==> src/rtl/mode_seq_pkg.sv <==
// Constants, state codes and register layout of the operating-mode sequencer.
// Assumes a 20 MHz core clock and a byte-wide register port behind the serial interface.
// What this block does
// - Writing FFH to the soft reset register at 0DH returns every register to its default.
// - While power-on reset is asserted all registers sit at default, then standby follows.
// - The device enable bit reads zero after power-on reset.
// - Standby with everything off holds whenever the enable bit or the enable pin is low.
// - In standby, register writes are taken only while the enable pin is high.
// - Control bits written outside normal operation are stored but act only after startup.
// - Enable bit and enable pin both high start the startup sequence that powers the core blocks.
// - Startup takes 1 ms when it follows a rise of the enable pin.
// - Startup takes 500 us when it follows the enable bit being written to one with no pin rise since the last startup or soft reset.
// - While overtemperature shutdown is active the device stays in startup.
// - In normal operation a low enable pin clears the enable bit.
// - Power save turns the analog blocks off and keeps all register contents except the enable bit, which a low enable pin clears.
package mode_seq_pkg;

  typedef enum logic [2:0] {
    ST_STANDBY = 3'h0,
    ST_STARTUP = 3'h1,
    ST_NORMAL = 3'h3,
    ST_POWER_SAVE = 3'h2
  } mode_state_t;

  localparam logic [7:0] ENABLE_OFFSET = 8'h00;
  localparam logic [7:0] CONFIG_OFFSET = 8'h08;
  localparam logic [7:0] SOFT_RESET_OFFSET = 8'h0D;
  localparam logic [7:0] SOFT_RESET_KEY = 8'hFF;

  localparam int CHIP_EN_BIT = 6;
  localparam int LOG_EN_BIT = 7;

  localparam logic [7:0] ENABLE_RESET = 8'h00;
  localparam logic [7:0] CONFIG_RESET = 8'h00;

  localparam int CLK_KHZ = 20000;
  localparam int STARTUP_PIN_US = 1000;
  localparam int STARTUP_BIT_US = 500;
  localparam int STARTUP_PIN_CYCLES = (STARTUP_PIN_US * CLK_KHZ) / 1000;
  localparam int STARTUP_BIT_CYCLES = (STARTUP_BIT_US * CLK_KHZ) / 1000;
  localparam int TIMER_W = 16;

endpackage

==> src/rtl/pin_sync.sv <==
// Two-stage synchroniser for a group of level inputs.
// Assumes inputs are slow levels from pins or other circuits outside the clock.
`timescale 1ns/1ns
module pin_sync #(
  parameter int WIDTH = 2
) (
  // Clock and reset.
  input wire logic clk,
  input wire logic resetn,
  // Levels.
  input wire logic [WIDTH-1:0] async_in,
  output logic [WIDTH-1:0] sync_out
);

  typedef struct packed {
    logic [WIDTH-1:0] s1;
    logic [WIDTH-1:0] s2;
  } sync_s_t;

  sync_s_t q;
  sync_s_t d;

  always_comb
  begin
    d = q;
    d.s1 = async_in;
    d.s2 = q.s1;
  end

  always_ff @(posedge clk or negedge resetn)
  begin
    if (!resetn)
    begin
      q <= '0;
    end
    else
    begin
      q <= d;
    end
  end

  assign sync_out = q.s2;

endmodule

==> src/rtl/startup_timer.sv <==
// Down counter that times the startup delay and holds done until restarted.
// Assumes load is at least one and start is a one-cycle pulse.
`timescale 1ns/1ns
module startup_timer #(
  parameter int WIDTH = 16
) (
  // Clock and reset.
  input wire logic clk,
  input wire logic resetn,
  // Control.
  input wire logic start,
  input wire logic [WIDTH-1:0] load,
  output logic done
);

  typedef struct packed {
    logic [WIDTH-1:0] cnt;
    logic run;
    logic done;
  } timer_s_t;

  timer_s_t q;
  timer_s_t d;

  always_comb
  begin
    d = q;
    if (start)
    begin
      d.cnt = load;
      d.run = 1'b1;
      d.done = 1'b0;
    end
    else if (q.run)
    begin
      if (q.cnt <= {{(WIDTH-1){1'b0}}, 1'b1})
      begin
        d.run = 1'b0;
        d.done = 1'b1;
      end
      else
      begin
        d.cnt = q.cnt - {{(WIDTH-1){1'b0}}, 1'b1};
      end
    end
  end

  always_ff @(posedge clk or negedge resetn)
  begin
    if (!resetn)
    begin
      q <= '0;
    end
    else
    begin
      q <= d;
    end
  end

  assign done = q.done;

  a_timer_finish: assert property (@(posedge clk) disable iff (!resetn)
    (q.run && !start && q.cnt == {{(WIDTH-1){1'b0}}, 1'b1}) |=> done)
    else $error("timer did not finish on last count");

endmodule

==> src/rtl/power_mode_sequencer.sv <==
// Operating-mode sequencer: standby, startup, normal and power save with a byte register port.
// Assumes resetn is the power-on reset and the register port comes from the serial front end.
`timescale 1ns/1ns
module power_mode_sequencer #(
  parameter int STARTUP_PIN_CYCLES = mode_seq_pkg::STARTUP_PIN_CYCLES,
  parameter int STARTUP_BIT_CYCLES = mode_seq_pkg::STARTUP_BIT_CYCLES
) (
  // Clock and power-on reset.
  input wire logic clk,
  input wire logic resetn,
  // Pins and monitors.
  input wire logic enable_pin,
  input wire logic overtemp_shutdown,
  input wire logic leds_idle,
  // Register write port.
  input wire logic wr_valid,
  input wire logic [7:0] wr_addr,
  input wire logic [7:0] wr_data,
  // Register read port.
  input wire logic [7:0] rd_addr,
  output logic [7:0] rd_data,
  // Mode outputs.
  output mode_seq_pkg::mode_state_t mode_state,
  output logic analog_on,
  output logic circuits_on,
  output logic chip_en,
  output logic [7:0] enable_active,
  output logic [7:0] config_active
);

  localparam int TW = mode_seq_pkg::TIMER_W;

  typedef struct packed {
    mode_seq_pkg::mode_state_t st;
    logic [7:0] enable;
    logic [7:0] config_r;
    logic [7:0] enable_act;
    logic [7:0] config_act;
    logic en_prev;
    logic pin_fresh;
    logic [7:0] rd_data;
  } seq_s_t;

  localparam seq_s_t Q_RESET = '{
    st: mode_seq_pkg::ST_STANDBY,
    enable: mode_seq_pkg::ENABLE_RESET,
    config_r: mode_seq_pkg::CONFIG_RESET,
    enable_act: mode_seq_pkg::ENABLE_RESET,
    config_act: mode_seq_pkg::CONFIG_RESET,
    en_prev: 1'b0,
    pin_fresh: 1'b0,
    rd_data: 8'h00
  };

  seq_s_t q;
  seq_s_t d;
  logic [1:0] sync_bits;
  logic en_s;
  logic ot_s;
  logic wr_ok;
  logic soft_rst;
  logic timer_start;
  logic [TW-1:0] timer_load;
  logic timer_done;
  logic run_ok;
  logic pin_rise;

  pin_sync #(
    .WIDTH(2)
  ) u_sync (
    .clk(clk),
    .resetn(resetn),
    .async_in({overtemp_shutdown, enable_pin}),
    .sync_out(sync_bits)
  );

  assign en_s = sync_bits[0];
  assign ot_s = sync_bits[1];

  startup_timer #(
    .WIDTH(TW)
  ) u_timer (
    .clk(clk),
    .resetn(resetn),
    .start(timer_start),
    .load(timer_load),
    .done(timer_done)
  );

  assign wr_ok = wr_valid && en_s;
  assign soft_rst = wr_ok && wr_addr == mode_seq_pkg::SOFT_RESET_OFFSET
    && wr_data == mode_seq_pkg::SOFT_RESET_KEY;

  assign pin_rise = en_s && !q.en_prev;

  always_comb
  begin
    d = q;
    timer_start = 1'b0;
    timer_load = (q.pin_fresh || pin_rise) ? TW'(STARTUP_PIN_CYCLES)
      : TW'(STARTUP_BIT_CYCLES);
    run_ok = 1'b0;
    d.en_prev = en_s;
    if (pin_rise)
    begin
      d.pin_fresh = 1'b1;
    end
    if (soft_rst)
    begin
      d = Q_RESET;
      d.en_prev = en_s;
    end
    else
    begin
      if (wr_ok && wr_addr == mode_seq_pkg::ENABLE_OFFSET)
      begin
        d.enable = wr_data;
      end
      else if (wr_ok && wr_addr == mode_seq_pkg::CONFIG_OFFSET)
      begin
        d.config_r = wr_data;
      end
      if (!en_s && (q.st == mode_seq_pkg::ST_NORMAL || q.st == mode_seq_pkg::ST_POWER_SAVE))
      begin
        d.enable[mode_seq_pkg::CHIP_EN_BIT] = 1'b0;
      end
      run_ok = en_s && d.enable[mode_seq_pkg::CHIP_EN_BIT];
      case (q.st)
        mode_seq_pkg::ST_STANDBY:
        begin
          if (run_ok)
          begin
            d.st = mode_seq_pkg::ST_STARTUP;
            d.pin_fresh = 1'b0;
            timer_start = 1'b1;
          end
        end
        mode_seq_pkg::ST_STARTUP:
        begin
          if (!run_ok)
          begin
            d.st = mode_seq_pkg::ST_STANDBY;
          end
          else if (timer_done && !ot_s)
          begin
            d.st = mode_seq_pkg::ST_NORMAL;
            d.enable_act = d.enable;
            d.config_act = d.config_r;
          end
        end
        mode_seq_pkg::ST_NORMAL:
        begin
          d.enable_act = d.enable;
          d.config_act = d.config_r;
          if (!run_ok)
          begin
            d.st = mode_seq_pkg::ST_STANDBY;
          end
          else if (ot_s)
          begin
            d.st = mode_seq_pkg::ST_STARTUP;
          end
          else if (leds_idle)
          begin
            d.st = mode_seq_pkg::ST_POWER_SAVE;
          end
        end
        mode_seq_pkg::ST_POWER_SAVE:
        begin
          if (!run_ok)
          begin
            d.st = mode_seq_pkg::ST_STANDBY;
          end
          else if (ot_s)
          begin
            d.st = mode_seq_pkg::ST_STARTUP;
          end
          else if (!leds_idle)
          begin
            d.st = mode_seq_pkg::ST_NORMAL;
          end
        end
        default:
        begin
          d.st = mode_seq_pkg::ST_STANDBY;
        end
      endcase
    end
    if (rd_addr == mode_seq_pkg::ENABLE_OFFSET)
    begin
      d.rd_data = q.enable;
    end
    else if (rd_addr == mode_seq_pkg::CONFIG_OFFSET)
    begin
      d.rd_data = q.config_r;
    end
    else
    begin
      d.rd_data = 8'h00;
    end
  end

  // Power-on reset holds every register at its default value.
  always_ff @(posedge clk or negedge resetn)
  begin
    if (!resetn)
    begin
      q <= Q_RESET;
    end
    else
    begin
      q <= d;
    end
  end

  assign rd_data = q.rd_data;
  assign mode_state = q.st;
  assign analog_on = q.st == mode_seq_pkg::ST_STARTUP || q.st == mode_seq_pkg::ST_NORMAL;
  assign circuits_on = q.st == mode_seq_pkg::ST_NORMAL;
  assign chip_en = q.enable[mode_seq_pkg::CHIP_EN_BIT];
  assign enable_active = q.enable_act;
  assign config_active = q.config_act;

  a_soft_reset_defaults: assert property (@(posedge clk) disable iff (!resetn)
    soft_rst |=> (q.enable == mode_seq_pkg::ENABLE_RESET
      && q.config_r == mode_seq_pkg::CONFIG_RESET && q.st == mode_seq_pkg::ST_STANDBY))
    else $error("soft reset did not restore defaults");

  a_standby_pin_low: assert property (@(posedge clk) disable iff (!resetn)
    !en_s |=> q.st == mode_seq_pkg::ST_STANDBY && !analog_on)
    else $error("not in standby with enable pin low");

  a_write_blocked_low: assert property (@(posedge clk) disable iff (!resetn)
    (wr_valid && !en_s) |=> $stable(q.config_r))
    else $error("write taken with enable pin low");

  a_active_held_back: assert property (@(posedge clk) disable iff (!resetn)
    (q.st != mode_seq_pkg::ST_NORMAL && q.st != mode_seq_pkg::ST_STARTUP && !soft_rst)
      |=> $stable(q.config_act))
    else $error("control bits took effect before startup ended");

  a_startup_launch: assert property (@(posedge clk) disable iff (!resetn)
    (q.st == mode_seq_pkg::ST_STANDBY && en_s && wr_ok && !soft_rst
      && wr_addr == mode_seq_pkg::ENABLE_OFFSET && wr_data[mode_seq_pkg::CHIP_EN_BIT])
      |-> timer_start ##1 (q.st == mode_seq_pkg::ST_STARTUP && analog_on))
    else $error("startup not launched");

  a_pin_delay_sel: assert property (@(posedge clk) disable iff (!resetn)
    (timer_start && (q.pin_fresh || $rose(en_s))) |-> timer_load == TW'(STARTUP_PIN_CYCLES))
    else $error("startup after a pin rise did not take the long delay");

  a_startup_delay_sel: assert property (@(posedge clk) disable iff (!resetn)
    (timer_start && !q.pin_fresh && !$rose(en_s)) |-> timer_load == TW'(STARTUP_BIT_CYCLES))
    else $error("startup after an enable write did not take the short delay");

  a_overtemp_hold: assert property (@(posedge clk) disable iff (!resetn)
    (q.st == mode_seq_pkg::ST_STARTUP && ot_s) |=> q.st != mode_seq_pkg::ST_NORMAL)
    else $error("left startup during overtemperature");

  a_chip_en_clear: assert property (@(posedge clk) disable iff (!resetn)
    (q.st == mode_seq_pkg::ST_NORMAL && !en_s) |=> !chip_en)
    else $error("enable bit not cleared on pin low");

  a_save_analog_off: assert property (@(posedge clk) disable iff (!resetn)
    (q.st == mode_seq_pkg::ST_POWER_SAVE && !wr_ok) |-> !analog_on ##1 $stable(q.config_r))
    else $error("power save lost state or kept analog on");

  a_normal_entry: assert property (@(posedge clk) disable iff (!resetn)
    (q.st == mode_seq_pkg::ST_NORMAL && $past(q.st) == mode_seq_pkg::ST_STARTUP)
      |-> $past(timer_done) && !$past(ot_s))
    else $error("normal entered before delay or during overtemperature");

  a_reset_hold_defaults: assert property (@(posedge clk)
    (!resetn ##1 !resetn)
      |-> (q == Q_RESET && !chip_en))
    else $error("registers left their defaults during power-on reset");

  a_enable_held_back: assert property (@(posedge clk) disable iff (!resetn)
    (q.st == mode_seq_pkg::ST_STANDBY && !soft_rst) |=> $stable(q.enable_act))
    else $error("enable bits took effect before startup ended");

  a_normal_copy: assert property (@(posedge clk) disable iff (!resetn)
    (q.st == mode_seq_pkg::ST_NORMAL && $past(q.st) != mode_seq_pkg::ST_POWER_SAVE)
      |-> (q.enable_act == q.enable && q.config_act == q.config_r))
    else $error("normal mode not governed by the control registers");

  a_save_keeps_regs: assert property (@(posedge clk) disable iff (!resetn)
    (q.st == mode_seq_pkg::ST_POWER_SAVE && en_s && !wr_ok) |=> $stable(q.enable))
    else $error("power save lost the enable register");

  c_reach_normal: cover property (@(posedge clk) disable iff (!resetn)
    q.st == mode_seq_pkg::ST_STARTUP ##1 q.st == mode_seq_pkg::ST_NORMAL);

  c_power_save: cover property (@(posedge clk) disable iff (!resetn)
    q.st == mode_seq_pkg::ST_POWER_SAVE);

  c_overtemp_hold: cover property (@(posedge clk) disable iff (!resetn)
    q.st == mode_seq_pkg::ST_STARTUP && ot_s && timer_done);

  c_soft_reset: cover property (@(posedge clk) disable iff (!resetn)
    soft_rst && q.st == mode_seq_pkg::ST_NORMAL);

  c_pin_relaunch: cover property (@(posedge clk) disable iff (!resetn)
    timer_start && pin_rise);

endmodule

==> config.mk <==
export PLATFORM = sky130hd
export DESIGN_NAME = power_mode_sequencer
export DESIGN_NICKNAME = d
export VERILOG_FILES = /design/src/rtl/mode_seq_pkg.sv /design/src/rtl/pin_sync.sv /design/src/rtl/startup_timer.sv /design/src/rtl/power_mode_sequencer.sv
export SDC_FILE = /design/constraint.sdc
export NUM_CORES = 1
export LEC_CHECK = 0
export ABC_AREA = 1
export BUFFER_PORTS_ARGS = -buffer_cell sky130_fd_sc_hd__buf_2
export CORE_ASPECT_RATIO = 0.75
export CORE_MARGIN = 2
export CORE_UTILIZATION = 25
export DETAILED_ROUTE_END_ITERATION = 10
export PLACE_DENSITY = 0.38
export SETUP_SLACK_MARGIN = 0.4
export SLEW_MARGIN = 20
export SYNTH_ARGS = -nofsm -noshare
export SYNTH_HDL_FRONTEND = slang
export SYNTH_SLANG_ARGS = --single-unit
==> constraint.sdc <==
create_clock -name clk -period 3.7 [get_ports clk]
set_input_delay 0.74 -clock clk [delete_from_list [all_inputs] [get_ports clk]]
set_output_delay 0.74 -clock clk [all_outputs]
set_load 0.005 [all_outputs]
==> qor.yml, run 1 <==
run_status:
  status: "finished, final reports clean"
timing:
  fin_setup_tns_ns: 0
  fin_worst_skew_ns: 0.005089
  fmax_ghz: 0.4243
  rsz0062_at_grt: "false"
  hold_violations: 0
  slew_violations: 0
  period_minus_slack_ns: 2.357
  worst_slew_pin_slew_ns: 0.7451
  post-route-period-util_pct: 63.70
  setup_viol: 0
  relSlewSlack_pct: 50.33
setup_path:
  reg2reg_depth: 11
  worstPathCellList: "nand2_4 -> inv_2 -> nand2_2 -> nor2_2 -> nand3_1 -> nand2_2 -> nand4_2 -> nand2_1 -> inv_1 -> nand2_1 -> nand2_1"
  cp_data_required_time_ns: 3.91
  endpoint_kind: "register"
  cpPeakStageDelay_ns: 0.58
  cp.depth: 11
  critPathKind: "register to register"
  worst-path-buf-inv: 2
  cp_max_fo: 20
  crit_top_cell: "nand2_1"
  critPathTopFamily: "simple AND/OR/NAND/NOR gates"
  crit_path_top_delay_cell: "dfrtp_1"
  cp.arrival_ns: 2.57
  startpoint_type: "register"
  r2r_setup_slack_ns: 1.34
floorplan:
  die_x_um: 140.9
  die_h_um: 106.7
  io_pins: 60
  rows: 37
  initial_utilization_pct: 25.57
  core-area_sq_um: 13750
  die-area_sq_um: 15040
clock_tree:
  cts_root_buffer: "clkbuf_16"
  post-cts-setup-buffers: 0
  cts_resized: 0
  cts.sinks: 66
  htreeDepth: 3
  clock_latency_ns: 0.33
  clk_pin_slew_worst_paths_ns: 0.06
  cts_hold_buf: 0
  tritoncts: "built"
  cts_made_buffers: 9
  cts_max_path_buffers: 2
synth:
  dominantRegCellSynth: "dfrtp_1"
  synth_cell_types: 35
  synth_area_sq_um: 3516
  synth_cells: 432
  synth_seq_cells: 66
  synth_top_cell_by_area: "dfrtp_1"
  synth_area_per_cell_sq_um: 8.139
  synth.top_cell.area_share_pct: 46.98
  ys_top_cells_by_count: "87 x nand2_1, 66 x dfrtp_1, 52 x inv_1"
  async_flop_share_pct: 100.0
  postSynthNetCount: 464
  synth_edf_count: 0
  synth_warnings: 0
  synth.area.top_cells: "dfrtp_1 47%, nand2_1 9.3%, nand3_1 7.3%"
  synth_most_common_cell: "nand2_1"
  seq_area_frac_synth_pct: 46.98
global_routing:
  grt_pass1_vias: 2710
  grt_max_degree: 39
  grt_pass1_wl_um: 14930
  grtUsageTotal_pct: 12.87
  antenna_found_initial: 0
  grt-ovfl-total: 0
drt:
  drtIter0Drc: 165
  dr.pass1.iters: 4
  num_vias: 2817
  viasPerCell: 4.381
  drc: 0
  drt_wl_total_um: 8803
  antenna_left: 0
  routedWlPerCell_um: 13.69
power_and_ir_drop:
  power_mw: 2.244
  p_leak_nw: 2.129
  vdd_ir_drop_max_v: 0.0002428
  powerDensity_nw_per_um2: 550.0
job:
  cap_violations: 0
placed_design:
  hpwl_um: 6535
  globalplace.congestion: 0.7924
  portBuffers: 58
finish:
  antennaDiodeCount: 0
  drive_gt1_share_pct: 20.94
  layout.nets: 495
  area_growth_pct: 16.05
hold_path:
  min_delay_path_depth: 0
  hp-class: "register to register"
==> flip-flops by register name, summed over array words and instances (netlist names) <==
name	flops
mode_state	2
config_active	8
q	17
u_sync.d	2
u_sync.sync_out	2
chip_en	1
enable_active	8
u_timer.done	1
u_timer.q	17
rd_data	8
==> where the power goes <==
group	internal, mW	total, mW	switching [mW]
Sequential	0.834	0.921	0.0868
Combinational	0.153	0.343	0.190
Clock	0.660	0.980	0.320
Total	1.65	2.24	0.596
==> placed cells by master (no fill, tap or decap), drive strengths merged <==
master / instances
nand4: 9
a31o: 2
nand2: 93
bufinv: 3
buf: 61
dfrtp: 66
nor2: 42
o21ai: 26
o221ai: 1
clkbuf: 10
xor2: 1
inv: 53
ha: 2
clkinvlp: 1
o21bai: 1
a21oi: 18
clkinv: 2
nor4: 1
xnor2: 2
nand3: 56
o22ai: 8
nand3b: 3
or2: 2
conb: 1
nor3: 4
==> path summary, 6_finish.rpt <==
path,start,to
worst max-delay path,u_sync.sync_out[0],u_timer.q[7]
min in group asynchronous,resetn,config_active[7]
worst min register to register,u_sync.d[1],u_sync.sync_out[1]
worst max register to register,u_sync.sync_out[0],u_timer.q[7]
worst min-delay path,u_sync.d[1],u_sync.sync_out[1]
max in group asynchronous,resetn,config_active[3]
==> per-layer routing <==
metal / vias to the layer above / wire length, um / GRT usage (%)
li1: 1437 / - / -
met1: 1330 / 4876 / 19.65
met2: 43 / 3562 / 17.74
met3: 7 / 281 / 3.126
met4: 0 / 83 / 3.857
met5: - / 0 / 0
==> final cells by class <==
class,instances,area [sq um]
inverters,53,198.9
clock inverters,6,115.1
well taps,175,219.0
fillers,1480,9669
flip-flops and latches,66,1652
clock buffers,10,229.0
multi-input cells,272,1354
repair buffers,61,312.8
==> per-stage QoR <==
| stage | area, sq um | utilization (%) | worst slack, ns | hold WS [ns] | cells |
|---|---|---|---|---|---|
| 2_1_floorplan | 3516 | - | 1.818 | 0.3312 | 432 |
| 3_3_place_gp | 3736 | 27.17 | 1.108 | 0.3358 | 627 |
| 3_5_place_dp | 3736 | 27.17 | 1.002 | 0.3379 | 627 |
| 4_1_cts | 4080 | 29.68 | 1.296 | 0.3514 | 643 |
| 5_1_grt | 4080 | 29.68 | 1.045 | 0.3561 | 643 |
| 6_report | 4080 | 29.68 | 1.343 | 0.3483 | 643 |
==> cells by family after synthesis <==
family	synth area share (%)
other	0.1067
XOR/XNOR	0.7475
AND/OR/NAND/NOR	28.18
flip-flops	46.97
buffers and inverters	14.52
AO/OA/AOI/OAI	8.755
adder cells (fa/ha/maj)	0.7116
(Power assumes the default switching activity.)
==> inputs of run 2 (changes only) <==
--- a/config.mk
+++ b/config.mk
@@ -11,7 +11,7 @@
 export CORE_MARGIN = 2
 export CORE_UTILIZATION = 25
 export DETAILED_ROUTE_END_ITERATION = 10
-export PLACE_DENSITY = 0.38
+export PLACE_DENSITY = 0.39
 export SETUP_SLACK_MARGIN = 0.4
 export SLEW_MARGIN = 20
 export SYNTH_ARGS = -nofsm -noshare
==> constraint.sdc (replaced) <==
create_clock -name clk -period 2 [get_ports clk]
set_input_delay 0.4 -clock clk [delete_from_list [all_inputs] [get_ports clk]]
set_output_delay 0.4 -clock clk [all_outputs]
set_load 0.005 [all_outputs]
==> qor.yml, run 2 (synthesis gave the netlist of run 1 again) <==
drt:
  wl_met1_um: 5145
  routedWlPerCell_um: 14.61
  dr.pass1.iters: 4
  num_vias: 2971
  drc: 0
  drt_wl_total_um: 9848
  drtIter0Drc: 184
  dr.max_layer_used: "met4"
  met3_length_um: 525
  antenna_left: 0
  viasPerCell: 4.408
  wl_met2_um: 4047
placed_design:
  place_inst: 636
  globalplace.congestion: 0.8149
  portBuffers: 58
  hpwl_um: 6834
setup_path:
  cp_data_required_time_ns: 2.22
  cpPeakStageDelay_ns: 0.43
  critPathTopFamily: "simple AND/OR/NAND/NOR gates"
  worstPathCellList: "or2_2 -> nor2_1 -> nand2_4 -> nor2_4 -> nand2_1 -> nor2_4 -> xor2_1 -> nor2_1"
  startpoint_type: "register"
  worst-path-buf-inv: 0
  cp_max_fo: 5
  critPathKind: "register to register"
  cp.arrival_ns: 1.92
  endpoint_kind: "register"
  crit_path_top_delay_cell: "dfrtp_1"
job:
  cap_violations: 0
floorplan:
  die_x_um: 140.9
  rows: 37
  core-area_sq_um: 13750
  die-area_sq_um: 15040
  die_h_um: 106.7
  io_pins: 60
  initial_utilization_pct: 25.57
timing:
  hold_violations: 0
  slew_violations: 0
  fin_setup_tns_ns: 0
  rsz0062_at_grt: "true"
  post-route-period-util_pct: 84.85
  whs_ns: 0.07371
  fmax_ghz: 0.5893
  fin_worst_skew_ns: 0.005599
  period_minus_slack_ns: 1.697
  setup_viol: 0
clock_tree:
  cts_root_buffer: "clkbuf_16"
  cts_max_path_buffers: 2
  clock_latency_ns: 0.33
  clk_pin_slew_worst_paths_ns: 0.06
  tritoncts: "built"
  cts_made_buffers: 9
  cts.sinks: 66
  htreeDepth: 3
global_routing:
  grt_pass1_wl_um: 15480
  antenna_found_initial: 0
  grt-ovfl-total: 0
  grt_pass1_vias: 2986
  grtUsageTotal_pct: 13.39
  grt_max_degree: 67
power_and_ir_drop:
  powerDensity_nw_per_um2: 866.8
  p_leak_nw: 2.432
  power_mw: 4.175
  vdd_ir_drop_max_v: 0.0004229
hold_path:
  hp-class: "input port to asynchronous set/reset pin"
finish:
  area_growth_pct: 37.01
  final_common_cell: "dfrtp_1"
  antennaDiodeCount: 0
  final_cells: 674
  largest_registers: "q x17, u_timer.q x17"
  final.fill_count: 1425
  drive_gt1_share_pct: 40.48
  layout.nets: 526
  final_cell_mix: "64 x dfrtp_1, 59 x nand2_1, 58 x buf_2, 48 x inv_1, 33 x nand3_1"
run_status:
  status: "finished, final reports clean"
run 2: changes by cell type in the layout (fill, tap and decap cells not counted), moves of 15 or more:
| cell | change |
|---|---|
| buf_4 | +15 |
| nand3_1 | -18 |
| nand3_2 | +17 |
| nand2_1 | -28 |
| nand2_2 | +15 |
run 2: where the power goes:
group | internal (mW) | switching (mW)
registers | 1.54 | 0.186
logic | 0.379 | 0.447
clock network | 1.03 | 0.594
total | 2.95 | 1.23
run 2: timing repair:
action	in CTS	in global routing
hold buffers	0	0
pin swaps	7	36
gates resized for setup	25	90
cloned	0	3
setup buffers	8	11
endpoints found under the setup margin	34	37
run 2: final cells by class:
cell class / count / area, sq um / share of cell area, %
Sequential cell: 66 / 1654 / 34.34
Clock buffer: 11 / 252.7 / 5.247
Timing Repair Buffer: 91 / 683.2 / 14.18
Inverter: 53 / 202.7 / 4.208
Clock inverter: 5 / 52.55 / 1.091
Multi-Input combinational cell: 273 / 1753 / 36.39
Tap cell: 175 / 219.0 / 4.545
run 2: metrics by stage:
| stage | utilization, % | setup WS [ns] | area [sq um] |
|---|---|---|---|
| global placement | 27.94 | 0.1384 | 3841 |
| floorplan | - | 0.4584 | 3516 |
| finish | 35.04 | 0.3030 | 4817 |
| detailed placement | 27.94 | 0.1027 | 3841 |
| CTS | 31.42 | 0.2621 | 4320 |
| global route | 35.04 | 0.1942 | 4817 |
run 2: routing by layer:
metal,track usage [%],up-vias
met5,0,-
met4,4.714,0
met3,3.216,9
met2,19.13,70
met1,19.65,1392
li1,-,1500
run 2: final timing paths:
check | from | to | slack [ns] | cells past startpoint
setup / recovery | u_timer.q[7] | u_timer.q[17] | 0.30 | 8
setup reg to reg | u_timer.q[7] | u_timer.q[17] | 0.30 | 8
hold reg to reg | u_sync.d[1] | u_sync.sync_out[1] | 0.35 | 0
max in group asynchronous | resetn | q[37] | 1.61 | 2
hold / removal | resetn | enable_active[7] | 0.07 | 2
min in group clk | enable_pin | u_sync.d[0] | 0.17 | 1
